===== src/verilog/sdbc_pkg.sv =====
package sdbc_pkg;

	// ********************************************************************
	// Geometry and pin fields
	// ********************************************************************
	localparam int NUM_BANKS    = 4;
	localparam int BANK_W       = 2;
	localparam int ADDR_W       = 12;
	localparam int CNT_W        = 10;
	localparam int AUTO_PRECHARGE_ADDR_BIT = 10;

	// Mode register fields held on the address pins during a mode load
	localparam int MODE_BURST_LSB = 0;
	localparam int MODE_BURST_W   = 3;
	localparam int MODE_LAT_LSB   = 4;
	localparam int MODE_LAT_W     = 3;
	localparam logic [MODE_BURST_W-1:0] BURST_RESET     = 3'h0;
	localparam logic [MODE_BURST_W-1:0] BURST_FULL_PAGE = 3'h7;
	localparam logic [MODE_LAT_W-1:0]   LATENCY_RESET   = 3'h3;
	localparam int FULL_PAGE_LEN = 256;
	localparam int MAX_LATENCY   = 7;

	// ********************************************************************
	// Timing, printed in ns, converted to whole 40 ns cycles
	// ********************************************************************
	localparam int CLK_PERIOD_PS                = 40000;
	localparam int PRECHARGE_PERIOD_NS          = 20;
	localparam int ACTIVATE_TO_COLUMN_DELAY_NS  = 20;
	localparam int ROW_CYCLE_TIME_NS            = 70;
	localparam int MODE_SET_DELAY_NS            = 80;
	localparam int SELF_REFRESH_EXIT_DELAY_NS   = 80;

	// Least times round up, never below one cycle
	function automatic int sdbc_cycles(input int ns);
		int c;
		c = (ns * 1000 + CLK_PERIOD_PS - 1) / CLK_PERIOD_PS;
		return (c < 1) ? 1 : c;
	endfunction

	// ********************************************************************
	// Commands and states
	// ********************************************************************
	typedef enum logic [3:0] {
		CMD_INHIBIT, CMD_NOP, CMD_ACTIVE, CMD_READ, CMD_WRITE,
		CMD_BURST_STOP, CMD_PRECHARGE, CMD_REFRESH, CMD_MODE_LOAD
	} sdbc_cmd_type;

	typedef enum logic [2:0] {
		BK_IDLE        = 3'h0,
		BK_ACTIVATING  = 3'h1,
		BK_ACTIVE      = 3'h3,
		BK_READING     = 3'h2,
		BK_WRITING     = 3'h6,
		BK_READ_AP     = 3'h7,
		BK_WRITE_AP    = 3'h5,
		BK_PRECHARGING = 3'h4
	} sdbc_bank_type;

	typedef enum logic [2:0] {
		GL_NORMAL   = 3'h0,
		GL_REFRESH  = 3'h1,
		GL_MODE     = 3'h3,
		GL_PRE_ALL  = 3'h2,
		GL_SELF_REF = 3'h6,
		GL_SR_EXIT  = 3'h7
	} sdbc_glob_type;

endpackage


===== src/verilog/sdbc_bank.sv =====
`timescale 1ns/1ps
module sdbc_bank
	import sdbc_pkg::*;
(
	input  wire logic             clk,
	input  wire logic             resetn,
	input  wire sdbc_cmd_type     cmd,
	input  wire logic             go,
	input  wire logic             hit,
	input  wire logic             auto_pre,
	input  wire logic             other_burst,
	input  wire logic             stop,
	input  wire logic             pre_all,
	input  wire logic             endless,
	input  wire logic [CNT_W-1:0] burst_len,
	input  wire logic [CNT_W-1:0] t_rp,
	input  wire logic [CNT_W-1:0] t_rcd,
	output sdbc_bank_type         state
);
	logic [CNT_W-1:0] cnt;
	logic             col_go;

	assign col_go = go && hit && (cmd == CMD_READ || cmd == CMD_WRITE);

	// ****************************************************************
	// Bank state and its timing counter
	// ****************************************************************
	always_ff @(posedge clk or negedge resetn) begin
		if (!resetn) begin
			state <= BK_IDLE;
			cnt   <= '0;
		end else begin
			unique case (state)
			BK_IDLE: begin
				// Precharge here changes nothing
				if (go && hit && cmd == CMD_ACTIVE) begin
					state <= BK_ACTIVATING;
					cnt   <= t_rcd - 1'b1;
				end
			end
			BK_ACTIVATING, BK_PRECHARGING: begin
				if (cnt == '0)
					state <= (state == BK_ACTIVATING) ? BK_ACTIVE : BK_IDLE;
				else
					cnt <= cnt - 1'b1;
			end
			BK_ACTIVE, BK_READING, BK_WRITING: begin
				if (go && ((hit && cmd == CMD_PRECHARGE) || pre_all)) begin
					state <= BK_PRECHARGING;
					cnt   <= t_rp - 1'b1;
				end else if (col_go) begin
					if (auto_pre) begin
						state <= (cmd == CMD_READ) ? BK_READ_AP : BK_WRITE_AP;
						cnt   <= burst_len + t_rp - 1'b1;
					end else begin
						state <= (cmd == CMD_READ) ? BK_READING : BK_WRITING;
						cnt   <= burst_len - 1'b1;
					end
				end else if (state != BK_ACTIVE) begin
					// Burst cut short by a stop or a burst elsewhere
					if (stop || other_burst || (cnt == '0 && !endless))
						state <= BK_ACTIVE;
					else if (cnt != '0)
						cnt <= cnt - 1'b1;
				end
			end
			BK_READ_AP, BK_WRITE_AP: begin
				if (other_burst && cnt > t_rp - 1'b1)
					cnt <= t_rp - 1'b1;
				else if (cnt == '0)
					state <= BK_IDLE;
				else
					cnt <= cnt - 1'b1;
			end
			endcase
		end
	end

endmodule


===== src/verilog/sdbc_top.sv =====
`timescale 1ns/1ps
module sdbc_top
	import sdbc_pkg::*;
#(
	parameter int T_RP_CYC  = sdbc_cycles(PRECHARGE_PERIOD_NS),
	parameter int T_RCD_CYC = sdbc_cycles(ACTIVATE_TO_COLUMN_DELAY_NS),
	parameter int T_RC_CYC  = sdbc_cycles(ROW_CYCLE_TIME_NS),
	parameter int T_MRD_CYC = sdbc_cycles(MODE_SET_DELAY_NS),
	parameter int T_XSR_CYC = sdbc_cycles(SELF_REFRESH_EXIT_DELAY_NS)
)(
	input  wire logic                    clk,
	input  wire logic                    resetn,
	input  wire logic                    cke,
	input  wire logic                    cs_n,
	input  wire logic                    ras_n,
	input  wire logic                    cas_n,
	input  wire logic                    we_n,
	input  wire logic [ADDR_W-1:0]       addr,
	input  wire logic [BANK_W-1:0]       bank_select_bits,
	output logic [NUM_BANKS*3-1:0]       bank_state,
	output logic                         all_banks_idle,
	output logic                         device_busy,
	output logic                         self_refresh,
	output logic                         cmd_illegal,
	output logic                         data_owner_valid,
	output logic                         data_owner_write,
	output logic [BANK_W-1:0]            data_owner_bank
);
	localparam int PIN_W = 5 + BANK_W + ADDR_W;
	localparam logic [CNT_W-1:0] RP_CNT  = CNT_W'(T_RP_CYC);
	localparam logic [CNT_W-1:0] RCD_CNT = CNT_W'(T_RCD_CYC);
	localparam logic [CNT_W-1:0] RC_CNT  = CNT_W'(T_RC_CYC);
	localparam logic [CNT_W-1:0] MRD_CNT = CNT_W'(T_MRD_CYC);
	localparam logic [CNT_W-1:0] XSR_CNT = CNT_W'(T_XSR_CYC);
	localparam logic [CNT_W-1:0] PAGE_CNT = CNT_W'(FULL_PAGE_LEN);

	// ****************************************************************
	// Pin synchronisers
	// ****************************************************************
	logic [PIN_W-1:0] pin_meta;
	logic [PIN_W-1:0] pin_sync;
	logic             cke_prev;

	// First stage feeds only the second
	always_ff @(posedge clk or negedge resetn) begin
		if (!resetn) begin
			pin_meta <= {PIN_W{1'b1}};
			pin_sync <= {PIN_W{1'b1}};
		end else begin
			pin_meta <= {cke, cs_n, ras_n, cas_n, we_n, bank_select_bits, addr};
			pin_sync <= pin_meta;
		end
	end

	logic              s_cke;
	logic              s_cs_n;
	logic              s_ras_n;
	logic              s_cas_n;
	logic              s_we_n;
	logic [BANK_W-1:0] s_bank;
	logic [ADDR_W-1:0] s_addr;
	assign {s_cke, s_cs_n, s_ras_n, s_cas_n, s_we_n, s_bank, s_addr} = pin_sync;

	// Enable level from the previous edge
	always_ff @(posedge clk or negedge resetn) begin
		if (!resetn)
			cke_prev <= 1'b1;
		else
			cke_prev <= s_cke;
	end

	// ****************************************************************
	// Command decode
	// ****************************************************************
	sdbc_cmd_type cmd;
	logic         auto_pre;

	always_comb begin
		if (s_cs_n)
			cmd = CMD_INHIBIT;
		else
			unique case ({s_ras_n, s_cas_n, s_we_n})
			3'h7: cmd = CMD_NOP;
			3'h3: cmd = CMD_ACTIVE;
			3'h5: cmd = CMD_READ;
			3'h4: cmd = CMD_WRITE;
			3'h6: cmd = CMD_BURST_STOP;
			3'h2: cmd = CMD_PRECHARGE;
			3'h1: cmd = CMD_REFRESH;
			3'h0: cmd = CMD_MODE_LOAD;
			endcase
	end

	assign auto_pre = s_addr[AUTO_PRECHARGE_ADDR_BIT];

	// ****************************************************************
	// Bank machines
	// ****************************************************************
	sdbc_bank_type    st [NUM_BANKS];
	logic             go;
	logic             pre_all_go;
	logic             endless;
	logic [CNT_W-1:0] burst_len;
	logic             stop_live;
	logic [BANK_W-1:0] stop_bank;
	logic [MODE_BURST_W-1:0] mode_burst;
	logic [MODE_LAT_W-1:0]   mode_lat;

	assign pre_all_go = go && cmd == CMD_PRECHARGE && auto_pre;
	assign endless    = (mode_burst == BURST_FULL_PAGE);

	// Burst length decoded from the mode field
	always_comb begin
		unique case (mode_burst)
		3'h0:    burst_len = CNT_W'(1);
		3'h1:    burst_len = CNT_W'(2);
		3'h2:    burst_len = CNT_W'(4);
		3'h3:    burst_len = CNT_W'(8);
		default: burst_len = PAGE_CNT;
		endcase
	end

	logic [NUM_BANKS-1:0] idle_vec;
	logic [NUM_BANKS-1:0] preok_vec;

	genvar b;
	generate
		for (b = 0; b < NUM_BANKS; b++) begin : g_bank
			logic hit;
			assign hit = (s_bank == BANK_W'(b));
			// One independent machine per bank
			sdbc_bank u_bank (
				.clk         (clk),
				.resetn      (resetn),
				.cmd         (cmd),
				.go          (go),
				.hit         (hit && !(cmd == CMD_PRECHARGE && auto_pre)),
				.auto_pre    (auto_pre),
				.other_burst (go && !hit && (cmd == CMD_READ || cmd == CMD_WRITE)),
				.stop        (go && cmd == CMD_BURST_STOP && stop_bank == BANK_W'(b)),
				.pre_all     (pre_all_go),
				.endless     (endless),
				.burst_len   (burst_len),
				.t_rp        (RP_CNT),
				.t_rcd       (RCD_CNT),
				.state       (st[b])
			);
			assign bank_state[b*3 +: 3] = st[b];
			assign idle_vec[b]  = (st[b] == BK_IDLE);
			assign preok_vec[b] = st[b] inside {BK_IDLE, BK_ACTIVE, BK_READING, BK_WRITING};
		end
	endgenerate

	assign all_banks_idle = &idle_vec;

	// ****************************************************************
	// Legality check
	// ****************************************************************
	sdbc_glob_type   gstate;
	logic [CNT_W-1:0] gcnt;
	sdbc_bank_type    tgt;
	logic             exec;
	logic             legal;
	logic             sr_entry;

	assign tgt = st[s_bank];
	// Executable commands only with enable high on both edges, except a refresh with enable falling, which enters self refresh
	assign exec     = (cmd != CMD_INHIBIT) && (cmd != CMD_NOP);
	assign sr_entry = cke_prev && !s_cke && cmd == CMD_REFRESH && !s_cs_n;

	always_comb begin
		unique case (cmd)
		CMD_ACTIVE:     legal = (tgt == BK_IDLE);
		CMD_READ,
		CMD_WRITE:      legal = tgt inside {BK_ACTIVE, BK_READING, BK_WRITING};
		CMD_PRECHARGE:  legal = auto_pre ? (&preok_vec) : preok_vec[s_bank];
		CMD_BURST_STOP: legal = stop_live && st[stop_bank] inside {BK_READING, BK_WRITING};
		CMD_REFRESH,
		CMD_MODE_LOAD:  legal = all_banks_idle;
		default:        legal = 1'b1;
		endcase
	end

	// Transient global states allow no executable command
	assign go = exec && legal && cke_prev && s_cke && gstate == GL_NORMAL;

	// Flag anything unlisted; behaviour after it is not promised
	always_ff @(posedge clk or negedge resetn) begin
		if (!resetn)
			cmd_illegal <= 1'b0;
		else
			cmd_illegal <= cke_prev && s_cke && exec && (gstate != GL_NORMAL || !legal);
	end

	// ****************************************************************
	// Global busy states
	// ****************************************************************
	always_ff @(posedge clk or negedge resetn) begin
		if (!resetn) begin
			gstate <= GL_NORMAL;
			gcnt   <= '0;
		end else begin
			unique case (gstate)
			GL_NORMAL: begin
				if (sr_entry && all_banks_idle) begin
					gstate <= GL_SELF_REF;
				end else if (go && cmd == CMD_REFRESH) begin
					gstate <= GL_REFRESH;
					gcnt   <= RC_CNT - 1'b1;
				end else if (go && cmd == CMD_MODE_LOAD) begin
					gstate <= GL_MODE;
					gcnt   <= MRD_CNT - 1'b1;
				end else if (pre_all_go) begin
					gstate <= GL_PRE_ALL;
					gcnt   <= RP_CNT - 1'b1;
				end
			end
			GL_REFRESH, GL_MODE, GL_PRE_ALL, GL_SR_EXIT: begin
				if (gcnt == '0)
					gstate <= GL_NORMAL;
				else
					gcnt <= gcnt - 1'b1;
			end
			GL_SELF_REF: begin
				// Exit delay counts from the enable rising
				if (s_cke) begin
					gstate <= GL_SR_EXIT;
					gcnt   <= XSR_CNT - 1'b1;
				end
			end
			endcase
		end
	end

	assign device_busy  = (gstate != GL_NORMAL);
	assign self_refresh = (gstate == GL_SELF_REF);

	// ****************************************************************
	// Mode register and most recent burst
	// ****************************************************************
	always_ff @(posedge clk or negedge resetn) begin
		if (!resetn) begin
			mode_burst <= BURST_RESET;
			mode_lat   <= LATENCY_RESET;
		end else if (go && cmd == CMD_MODE_LOAD) begin
			mode_burst <= s_addr[MODE_BURST_LSB +: MODE_BURST_W];
			mode_lat   <= s_addr[MODE_LAT_LSB +: MODE_LAT_W];
		end
	end

	// Auto-precharge bursts cannot be stopped, so they clear the track
	always_ff @(posedge clk or negedge resetn) begin
		if (!resetn) begin
			stop_live <= 1'b0;
			stop_bank <= '0;
		end else if (go && (cmd == CMD_READ || cmd == CMD_WRITE)) begin
			stop_live <= !auto_pre;
			stop_bank <= s_bank;
		end else if (go && cmd == CMD_BURST_STOP) begin
			stop_live <= 1'b0;
		end
	end

	// ****************************************************************
	// Data bus ownership
	// ****************************************************************
	logic [MAX_LATENCY-1:0] pend_v;
	logic [BANK_W-1:0]      pend_b [MAX_LATENCY];
	logic                   rd_go;
	logic                   wr_go;

	assign rd_go = go && cmd == CMD_READ;
	assign wr_go = go && cmd == CMD_WRITE;

	// Read ownership travels down a latency line; a write flushes it
	genvar p;
	generate
		for (p = 0; p < MAX_LATENCY; p++) begin : g_pend
			always_ff @(posedge clk or negedge resetn) begin
				if (!resetn) begin
					pend_v[p] <= 1'b0;
					pend_b[p] <= '0;
				end else if (wr_go) begin
					pend_v[p] <= 1'b0;
				end else if (rd_go && mode_lat == MODE_LAT_W'(p + 1)) begin
					pend_v[p] <= 1'b1;
					pend_b[p] <= s_bank;
				end else if (p == MAX_LATENCY - 1) begin
					pend_v[p] <= 1'b0;
				end else begin
					// Wrapped index keeps the last stage's unused branch in range
					pend_v[p] <= pend_v[(p + 1) % MAX_LATENCY];
					pend_b[p] <= pend_b[(p + 1) % MAX_LATENCY];
				end
			end
		end
	endgenerate

	// Owner held while its bank is still bursting
	always_ff @(posedge clk or negedge resetn) begin
		if (!resetn) begin
			data_owner_valid <= 1'b0;
			data_owner_write <= 1'b0;
			data_owner_bank  <= '0;
		end else if (wr_go) begin
			data_owner_valid <= 1'b1;
			data_owner_write <= 1'b1;
			data_owner_bank  <= s_bank;
		end else if (pend_v[0]) begin
			data_owner_valid <= 1'b1;
			data_owner_write <= 1'b0;
			data_owner_bank  <= pend_b[0];
		end else if (st[data_owner_bank] inside {BK_IDLE, BK_ACTIVE, BK_PRECHARGING, BK_ACTIVATING}) begin
			data_owner_valid <= 1'b0;
		end
	end

endmodule


===== config.mk =====
export PLATFORM = sky130hd
export DESIGN_NAME = sdbc_top
export DESIGN_NICKNAME = d
export VERILOG_FILES = /design/src/verilog/sdbc_pkg.sv /design/src/verilog/sdbc_bank.sv /design/src/verilog/sdbc_top.sv
export SDC_FILE = /design/constraint.sdc
export NUM_CORES = 1
export LEC_CHECK = 0
export BUFFER_PORTS_ARGS = -buffer_cell sky130_fd_sc_hd__buf_2
export CORE_MARGIN = 3
export CORE_UTILIZATION = 28
export DETAILED_ROUTE_END_ITERATION = 7
export SYNTH_ARGS = -nofsm -noshare
export SYNTH_HDL_FRONTEND = slang
export SYNTH_HIERARCHICAL = 1
export SYNTH_SLANG_ARGS = --single-unit
export TNS_END_PERCENT = 5

===== constraint.sdc =====
create_clock -name clk -period 6.6 [get_ports clk]
set_clock_uncertainty 0.1 [all_clocks]
set_input_delay 1.65 -clock clk [delete_from_list [all_inputs] [get_ports clk]]
set_output_delay 1.65 -clock clk [all_outputs]
set_load 0.05 [all_outputs]

==> metrics.md, run 1 <==
| Metric | Value |
|---|---|
| Status | finished clean |
| Required time of the critical path | approximately 6900 ps |
| Max Root-Sink Buffers | 2 |
| Pleak | around 7.7 nW |
| Routed wire length per instance | 14.69 um |
| ANT cells | 0 |
| Initial antenna violation count | 0 |
| Peak Freq | ~0.18 GHz |
| Simple-Gate Fraction of Synth Area | 22.38% |
| Adder-cell share of the synthesized area | 11.67% |
| Area Growth Syn to Fin | 17.28% |
| Int Power | ~0.0024 W |
| Initial DRT Pass Iterations | 5 |
| Synth cell count leaders | 219 x inv_1, 127 x ha_1, 118 x nand2_1, 117 x nor2_1, 100 x a21oi_1 |
| Worst-path clk slew | around 60 ps |
| Sw power | between 0.002 and 0.0025 W |
| Number of DRC markers in iteration 0 | roughly 1100 |
| Placed Area | around 17000 um^2 |
| Die area | 55380 um^2 |
| Largest family of logic cells by synthesized area | compound AO/OA/AOI/OAI gates |
| Worst-Margin Slew | 1217 ps |
| HPWL after DPL | approximately 32000 um |
| Core ar. | 51720 um^2 |
| Via count | between 10000 and 15000 |
| Mux cell area share after synthesis | around 5.1% |
| Switching portion of total power | between 40% and 50% |
| Post-CTS Setup Inserts | 0 |
| CP max stage cell | or4_1 |
| Cts-stage hold buffer count | 0 |
| Final hold vios | 0 |
| Post-synthesis instance total | roughly 1800 |
| Synthesized area per cell | approximately 8.2 um^2 |
| Complex-gate fraction of the synthesized area | about a quarter |
| Pwr/cell area | roughly 260 nW/um^2 |
| CP max stage delay | around 730 ps |
| Final Max Slew Viols | 0 |
| Routed WL | 41300 um |
| Row Count | slightly above 80 |
| Vias in the first global route | ~13000 |
| Routability cong. | about 0.91 |
| Vias/cell | 4.931 |
| I/O Buffers | 35 |
| Peak VDD IR | approximately 0.00025 V |
| TritonCTS Buffers | 17 |
| Final Cycle Share | 84.45% |
| Register area share after synthesis | approximately 22% |
| Cell depth of the worst setup path | 14 |
| Number of synthesized flops with an enable pin | 0 |
| Max cap viols | 0 |
| Async SR Flop Fraction | 100.0% |
| Final min period | 5574 ps |
| Gr usage total | around 15% |
| Post-synth top flop | dfrtp_1 |
| Slew margin rel. | between 10% and 20% |
| Die Span Y | around 240 um |
| Register bit total from synthesis | ~130 |
| Setup CP Type | flip-flop to flip-flop |
| RSZ-0062 raised after global routing | no |
| Die Span X | between 200 and 250 um |
| Placed insts | around 2800 |
| CTS root buf | clkbuf_16 |
| NumNets Final | 2270 |
| Ys Warns | 6 |
| CTS sink cnt | roughly 130 |
| H-Tree Depth | 4 |
| First-pass GRT wire length | around 68000 um |
| Final setup vio count | 0 |
| Hold path depth | 0 |
| Biggest area consumer among synthesized cells | dfrtp_1 |
| Worst EP arrival | around 6000 ps |
| Clk pwr share | 20.7% |
| Post-route cell area | 17270 um^2 |
| Synth Area in XOR/XNOR | approximately 7.3% |
| CP cell instances | inv_2, ha_1, or3_1, a31oi_1, o21ai_1, or4_1, o311ai_4, inv_2, and3b_1, a32o_1, nor3_2, nor3_2, or4b_1, o211ai_1 |
| Post-CTS sizing | 0 |
| Residual DRC | 0 |
| Buf+Inv Stages, Crit Path | 2 |
| Initial Util | between 20% and 30% |
| Sequential Power Share | between 20 and 30% |
| CP Launch Type | flip-flop |
| Area fraction of the dominant cell type after synthesis | roughly 17% |
| Top delay family on crit path | simple AND/OR/NAND/NOR gates |
| Worst min path class | flip-flop to flip-flop |
| Top cells by area, synth | dfrtp_1 17%, ha_1 11%, xnor2_1 5.7%, inv_1 5.6%, dfstp_2 5.5% |
| # IOs | ~40 |
| CP Capture Type | flip-flop |
| Worst-case reg-to-reg path depth | 14 |
| Clock Latency Late Sink | about 450 ps |
| Max FO, Critical Path | 16 |
| Layout cell share with drive strength beyond 1 | just under 10% |
| CTS tree | done |
| Setup TNS | 0 ps |
| Mapped cell area | between 10000 and 15000 um^2 |
| Synth cell types | ~120 |
| Most common cell in the netlist | inv_1 |
| Largest net degree at the start of global routing | 76 |
| Layout Cells excl Fill | around 2800 |
| Logic pwr share | around half |
| Total gr overflow | 0 |
| Remaining antenna violation count | 0 |
==> layer usage <==
layer / global-route usage [%] / part of all wire, % / vias up
li1: - / - / 6929
met1: 19.59 / 47 / 6565
met2: 24.77 / 47 / 309
met3: 1.980 / 4.1 / 57
met4: 4.462 / 2.1 / 0
met5: 0 / 0 / -
==> placed cells by master (no fill, tap or decap), types with 10 or more instances in the layout <==
cell type  instances
mux2i_1           41
o211ai_1          12
o31ai_1           15
buf_2             34
a21o_1            10
or3_1             17
nand2b_1          28
a21oi_1          100
a22o_1            10
xor2_1            27
clkbuf_16         18
ha_1             127
nor3b_1           10
o22ai_1           12
inv_1            219
nand3_1           39
mux2_1            18
a211oi_1          25
o2111ai_1         10
nand2_1          118
or4_1             14
o221ai_1          10
nor4_1            30
nand3b_1          16
a31oi_1           20
buf_4             14
nor2_1           117
nor3_1            82
o21ai_1           21
o21ai_0           97
conb_1           305
o21a_1            10
xnor2_1           95
dfstp_2           31
dfrtp_1           98
nand4_1           12
==> power by group through the flow <==
stage | clock network [W] | registers [W] | logic, W
floorplan | 0 | 0.00120 | 0.00177
global placement | 0 | 0.00124 | 0.00217
detailed placement | 0 | 0.00124 | 0.00221
CTS | 0.000939 | 0.00123 | 0.00222
global route | 0.000976 | 0.00127 | 0.00254
finish | 0.000918 | 0.00124 | 0.00227
==> flip-flops by register name, indices dropped and copies added, names as in the netlist, 2 cells and up <==
| name | count |
|---|---|
| mode_lat | 3 |
| g_bank.u_bank/cnt | 40 |
| pin_sync | 14 |
| mode_burst | 3 |
| gstate | 3 |
| gcnt | 10 |
| stop_bank | 2 |
| pin_meta | 14 |
| g_bank.u_bank/state | 12 |
| pend_b | 14 |
| data_owner_bank | 2 |
| pend_v | 7 |
==> through the flow <==
stage	util [%]	power [W]	setup slack, ps	hold WS [ps]
finish	33.39	0.004427	1026	257.1
global route	33.39	0.004778	662.9	262.6
CTS	33.39	0.004391	1086	258.3
detailed placement	32.33	0.003457	1119	248.1
global placement	32.33	0.003407	1167	246.3
floorplan	-	0.002968	1957	245.2
==> final timing paths <==
path	from	end	slack (ps)
min in group asynchronous	resetn	g_bank[2].u_bank/cnt[5]	1140
max in group asynchronous	resetn	g_bank[0].u_bank/cnt[0]	4010
max	pin_sync[14]	g_bank[0].u_bank/cnt[2]	1030
min reg2reg	pin_meta[2]	pin_sync[2]	260
min	pin_meta[2]	pin_sync[2]	260
max reg2reg	pin_sync[14]	g_bank[0].u_bank/cnt[2]	1030
==> layout make-up <==
| type | count | area, um^2 |
|---|---|---|
| Fill cell | 5417 | 34450 |
| Inverter | 224 | 840.8 |
| Tap cell | 680 | 850.8 |
| Clock inverter | 12 | 93.84 |
| Multi-Input combinational cell | 1697 | 11470 |
| Sequential cell | 129 | 3267 |
| Timing Repair Buffer | 49 | 286.5 |
| Clock buffer | 20 | 457.9 |
==> kinds of logic (layout without fill, tap and decap cells) <==
kind of cell | Yosys count | in the layout
buffers and inverters | 275 | 305
XOR/XNOR | 122 | 122
adder cells (fa/ha/maj) | 136 | 136
AO/OA/AOI/OAI | 482 | 482
flip-flops | 129 | 129
multiplexers | 67 | 67
AND/OR/NAND/NOR | 585 | 585
other | 2 | 305
Note: power is estimated with default switching activity, not from simulation.
==> run 2, diff against run 1 <==
==> constraint.sdc (replaced) <==
create_clock -name clk -period 5.8 [get_ports clk]
set_clock_uncertainty 0.1 [all_clocks]
set_input_delay 1.45 -clock clk [delete_from_list [all_inputs] [get_ports clk]]
set_output_delay 1.45 -clock clk [all_outputs]
set_load 0.05 [all_outputs]
==> run 2 against run 1 <==
Sequential share of layout area is 0.12 points lower; combinational power is 14% higher; wire length is 1.0% lower; fmax is 5.9% higher; worst setup slack worse by 490 ps; clock power is 22% higher; register-to-register slack worse by 490 ps; worst hold slack worse by 1.6 ps; first-iteration DRC count is 6.6% lower; utilization is 0.22 points higher.
==> metrics.md, run 2 (synthesized netlist as in run 1, its figures left out) <==
| Metric | Value |
|---|---|
| Pwr/cell area | roughly 300 nW/um^2 |
| Int Power | roughly 0.0028 W |
| Peak Freq | between 0.15 and 0.2 GHz |
| CP cell instances | inv_2, ha_1, or3_1, a31oi_1, o21ai_1, or4_1, o311ai_4, inv_2, and3b_1, a32o_1, nor3_2, nor3_2, or4b_1, o211ai_1 |
| Final hold vios | 0 |
| Vias in the first global route | ~13000 |
| Global-route met3 utilization | under 10% |
| Core ar. | between 50000 and 60000 um^2 |
| Clock Latency Late Sink | roughly 440 ps |
| HPWL after DPL | around 31000 um |
| CTS root buf | clkbuf_16 |
| Layout cell share with drive strength beyond 1 | 10.15% |
| NumNets Final | 2277 |
| ANT cells | 0 |
| Initial Util | between 20 and 30% |
| Area Growth Syn to Fin | 18.04% |
| H-Tree Depth | 4 |
| RSZ-0062 raised after global routing | no |
| Hold Worst Slack | 255.4 ps |
| Setup CP Type | flip-flop to flip-flop |
| # IOs | between 40 and 50 |
| CP Capture Type | flip-flop |
| Flop2flop setup slack | approximately 530 ps |
| Routed WL | approximately 40000 um |
| I/O Buffers | 35 |
| Remaining antenna violation count | 0 |
| Initial DRT Pass Iterations | 6 |
| Residual DRC | 0 |
| Required time of the critical path | 6060 ps |
| Buf+Inv Stages, Crit Path | 2 |
| Worst min path class | flip-flop to flip-flop |
| M2 GR Usage | between 20% and 30% |
| Status | finished clean |
| Post-route cell area | between 15000 and 20000 um^2 |
| Clk pwr share | between 20% and 30% |
| Post-CTS sizing | 0 |
| Most frequent cells in the layout | 305 x conb_1, 219 x inv_1, 127 x ha_1, 118 x nand2_1, 117 x nor2_1 |
| Sw power | 0.002314 W |
| Cts-stage hold buffer count | 0 |
| Most common library cell in the layout ignoring fill and taps | conb_1 |
| Total power | 0.005116 W |
| Worst-path clk slew | ~60 ps |
| Via count | 13710 |
| TritonCTS Buffers | 17 |
| Final Max Slew Viols | 0 |
| Peak VDD IR | between 0.0003 and 0.0004 V |
| CP max stage cell | or4_1 |
| Total gr overflow | 0 |
| CTS tree | done |
| Routability cong. | just over 0.9 |
| Setup TNS | 0 ps |
| Gr usage total | 14.64% |
| Die area | between 50000 and 60000 um^2 |
| Row Count | 83 |
| Layout Cells excl Fill | ~2800 |
| First-pass GRT wire length | slightly below 70000 um |
| Die Span X | roughly 240 um |
| Sequential Power Share | 27.6% |
| Slew margin rel. | 27.02% |
| Max Root-Sink Buffers | 2 |
| Fill count | 5408 |
| GR Util met1 | approximately a fifth |
| Pleak | about 7.7 nW |
| Final min period | around 5300 ps |
| Vias/cell | about 5 |
| Largest net degree at the start of global routing | 91 |
| Placed Area | about 17000 um^2 |
| Number of DRC markers in iteration 0 | slightly below 1000 |
| Die Span Y | roughly 240 um |
| Routed wire length per instance | 14.51 um |
| Max FO, Critical Path | 16 |
| Worst EP arrival | 5520 ps |
| Gr busiest metal | met2 |
| Worst-Margin Slew | ~1100 ps |
| Final Cycle Share | 90.78% |
| CP max stage delay | 720 ps |
| Switching portion of total power | a little under half |
| Top delay family on crit path | simple AND/OR/NAND/NOR gates |
| CTS sink cnt | 129 |
| Post-CTS Setup Inserts | 0 |
| Initial antenna violation count | 0 |
| CP Launch Type | flip-flop |
| Logic pwr share | 50.4% |
| Placed insts | approximately 2800 |
| Most flops, register | g_bank.u_bank/cnt |
| Max reg flops | 40 |
| Max cap viols | 0 |
| Final setup vio count | 0 |
-- run 2: layout make-up --
cell class                      instances  area, um^2  share of cell area [%]
Clock buffer                           23       533.0                   3.067
Clock inverter                          9       77.57                  0.4463
Inverter                              224       840.8                   4.837
Multi-Input combinational cell       1697       11470                   66.01
Sequential cell                       129        3267                   18.79
Tap cell                              680       850.8                   4.895
Timing Repair Buffer                   56       339.1                   1.951
-- run 2: path summary, 6_finish.rpt --
check / end / from / cells past startpoint
setup / recovery: g_bank[0].u_bank/cnt[2] / pin_sync[14] / 14
hold / removal: pin_sync[4] / pin_meta[4] / 0
setup reg to reg: g_bank[0].u_bank/cnt[2] / pin_sync[14] / 14
hold reg to reg: pin_sync[4] / pin_meta[4] / 0
max in group asynchronous: pin_sync[4] / resetn / 2
min in group asynchronous: g_bank[2].u_bank/cnt[6] / resetn / 1
-- run 2: worst register-to-register path, stage by stage (launching register included) --
cell and delay, ps:
dfstp_2 630, inv_2 90, ha_1 400, or3_1 360, a31oi_1 170, o21ai_1 90
or4_1 720, o311ai_4 420, inv_2 230, and3b_1 240, a32o_1 390, nor3_2 510
nor3_2 220, or4b_1 540, o211ai_1 90
-- run 2: metal layers --
layer | up-vias | wire (um)
met5 | - | 0
met4 | 0 | 663
met1 | 6423 | 19190
li1 | 6933 | -
met3 | 43 | 1652
met2 | 315 | 19390
-- run 2: through the flow --
step	setup slack (ps)	util (%)
final	534.9	33.61
after global routing	246.6	33.61
after CTS	578.4	33.61
after detailed placement	604.8	32.43
after global placement	665.9	32.43
after floorplan	1157	-
-- run 2: power groups by stage --
stage | combinational (W) | clock (W) | sequential (W)
2_1_floorplan | 0.00201 | 0 | 0.00136
3_3_place_gp | 0.00245 | 0 | 0.00141
3_5_place_dp | 0.00251 | 0 | 0.00141
4_1_cts | 0.00251 | 0.00114 | 0.00140
5_1_grt | 0.00289 | 0.00119 | 0.00144
6_report | 0.00258 | 0.00112 | 0.00141
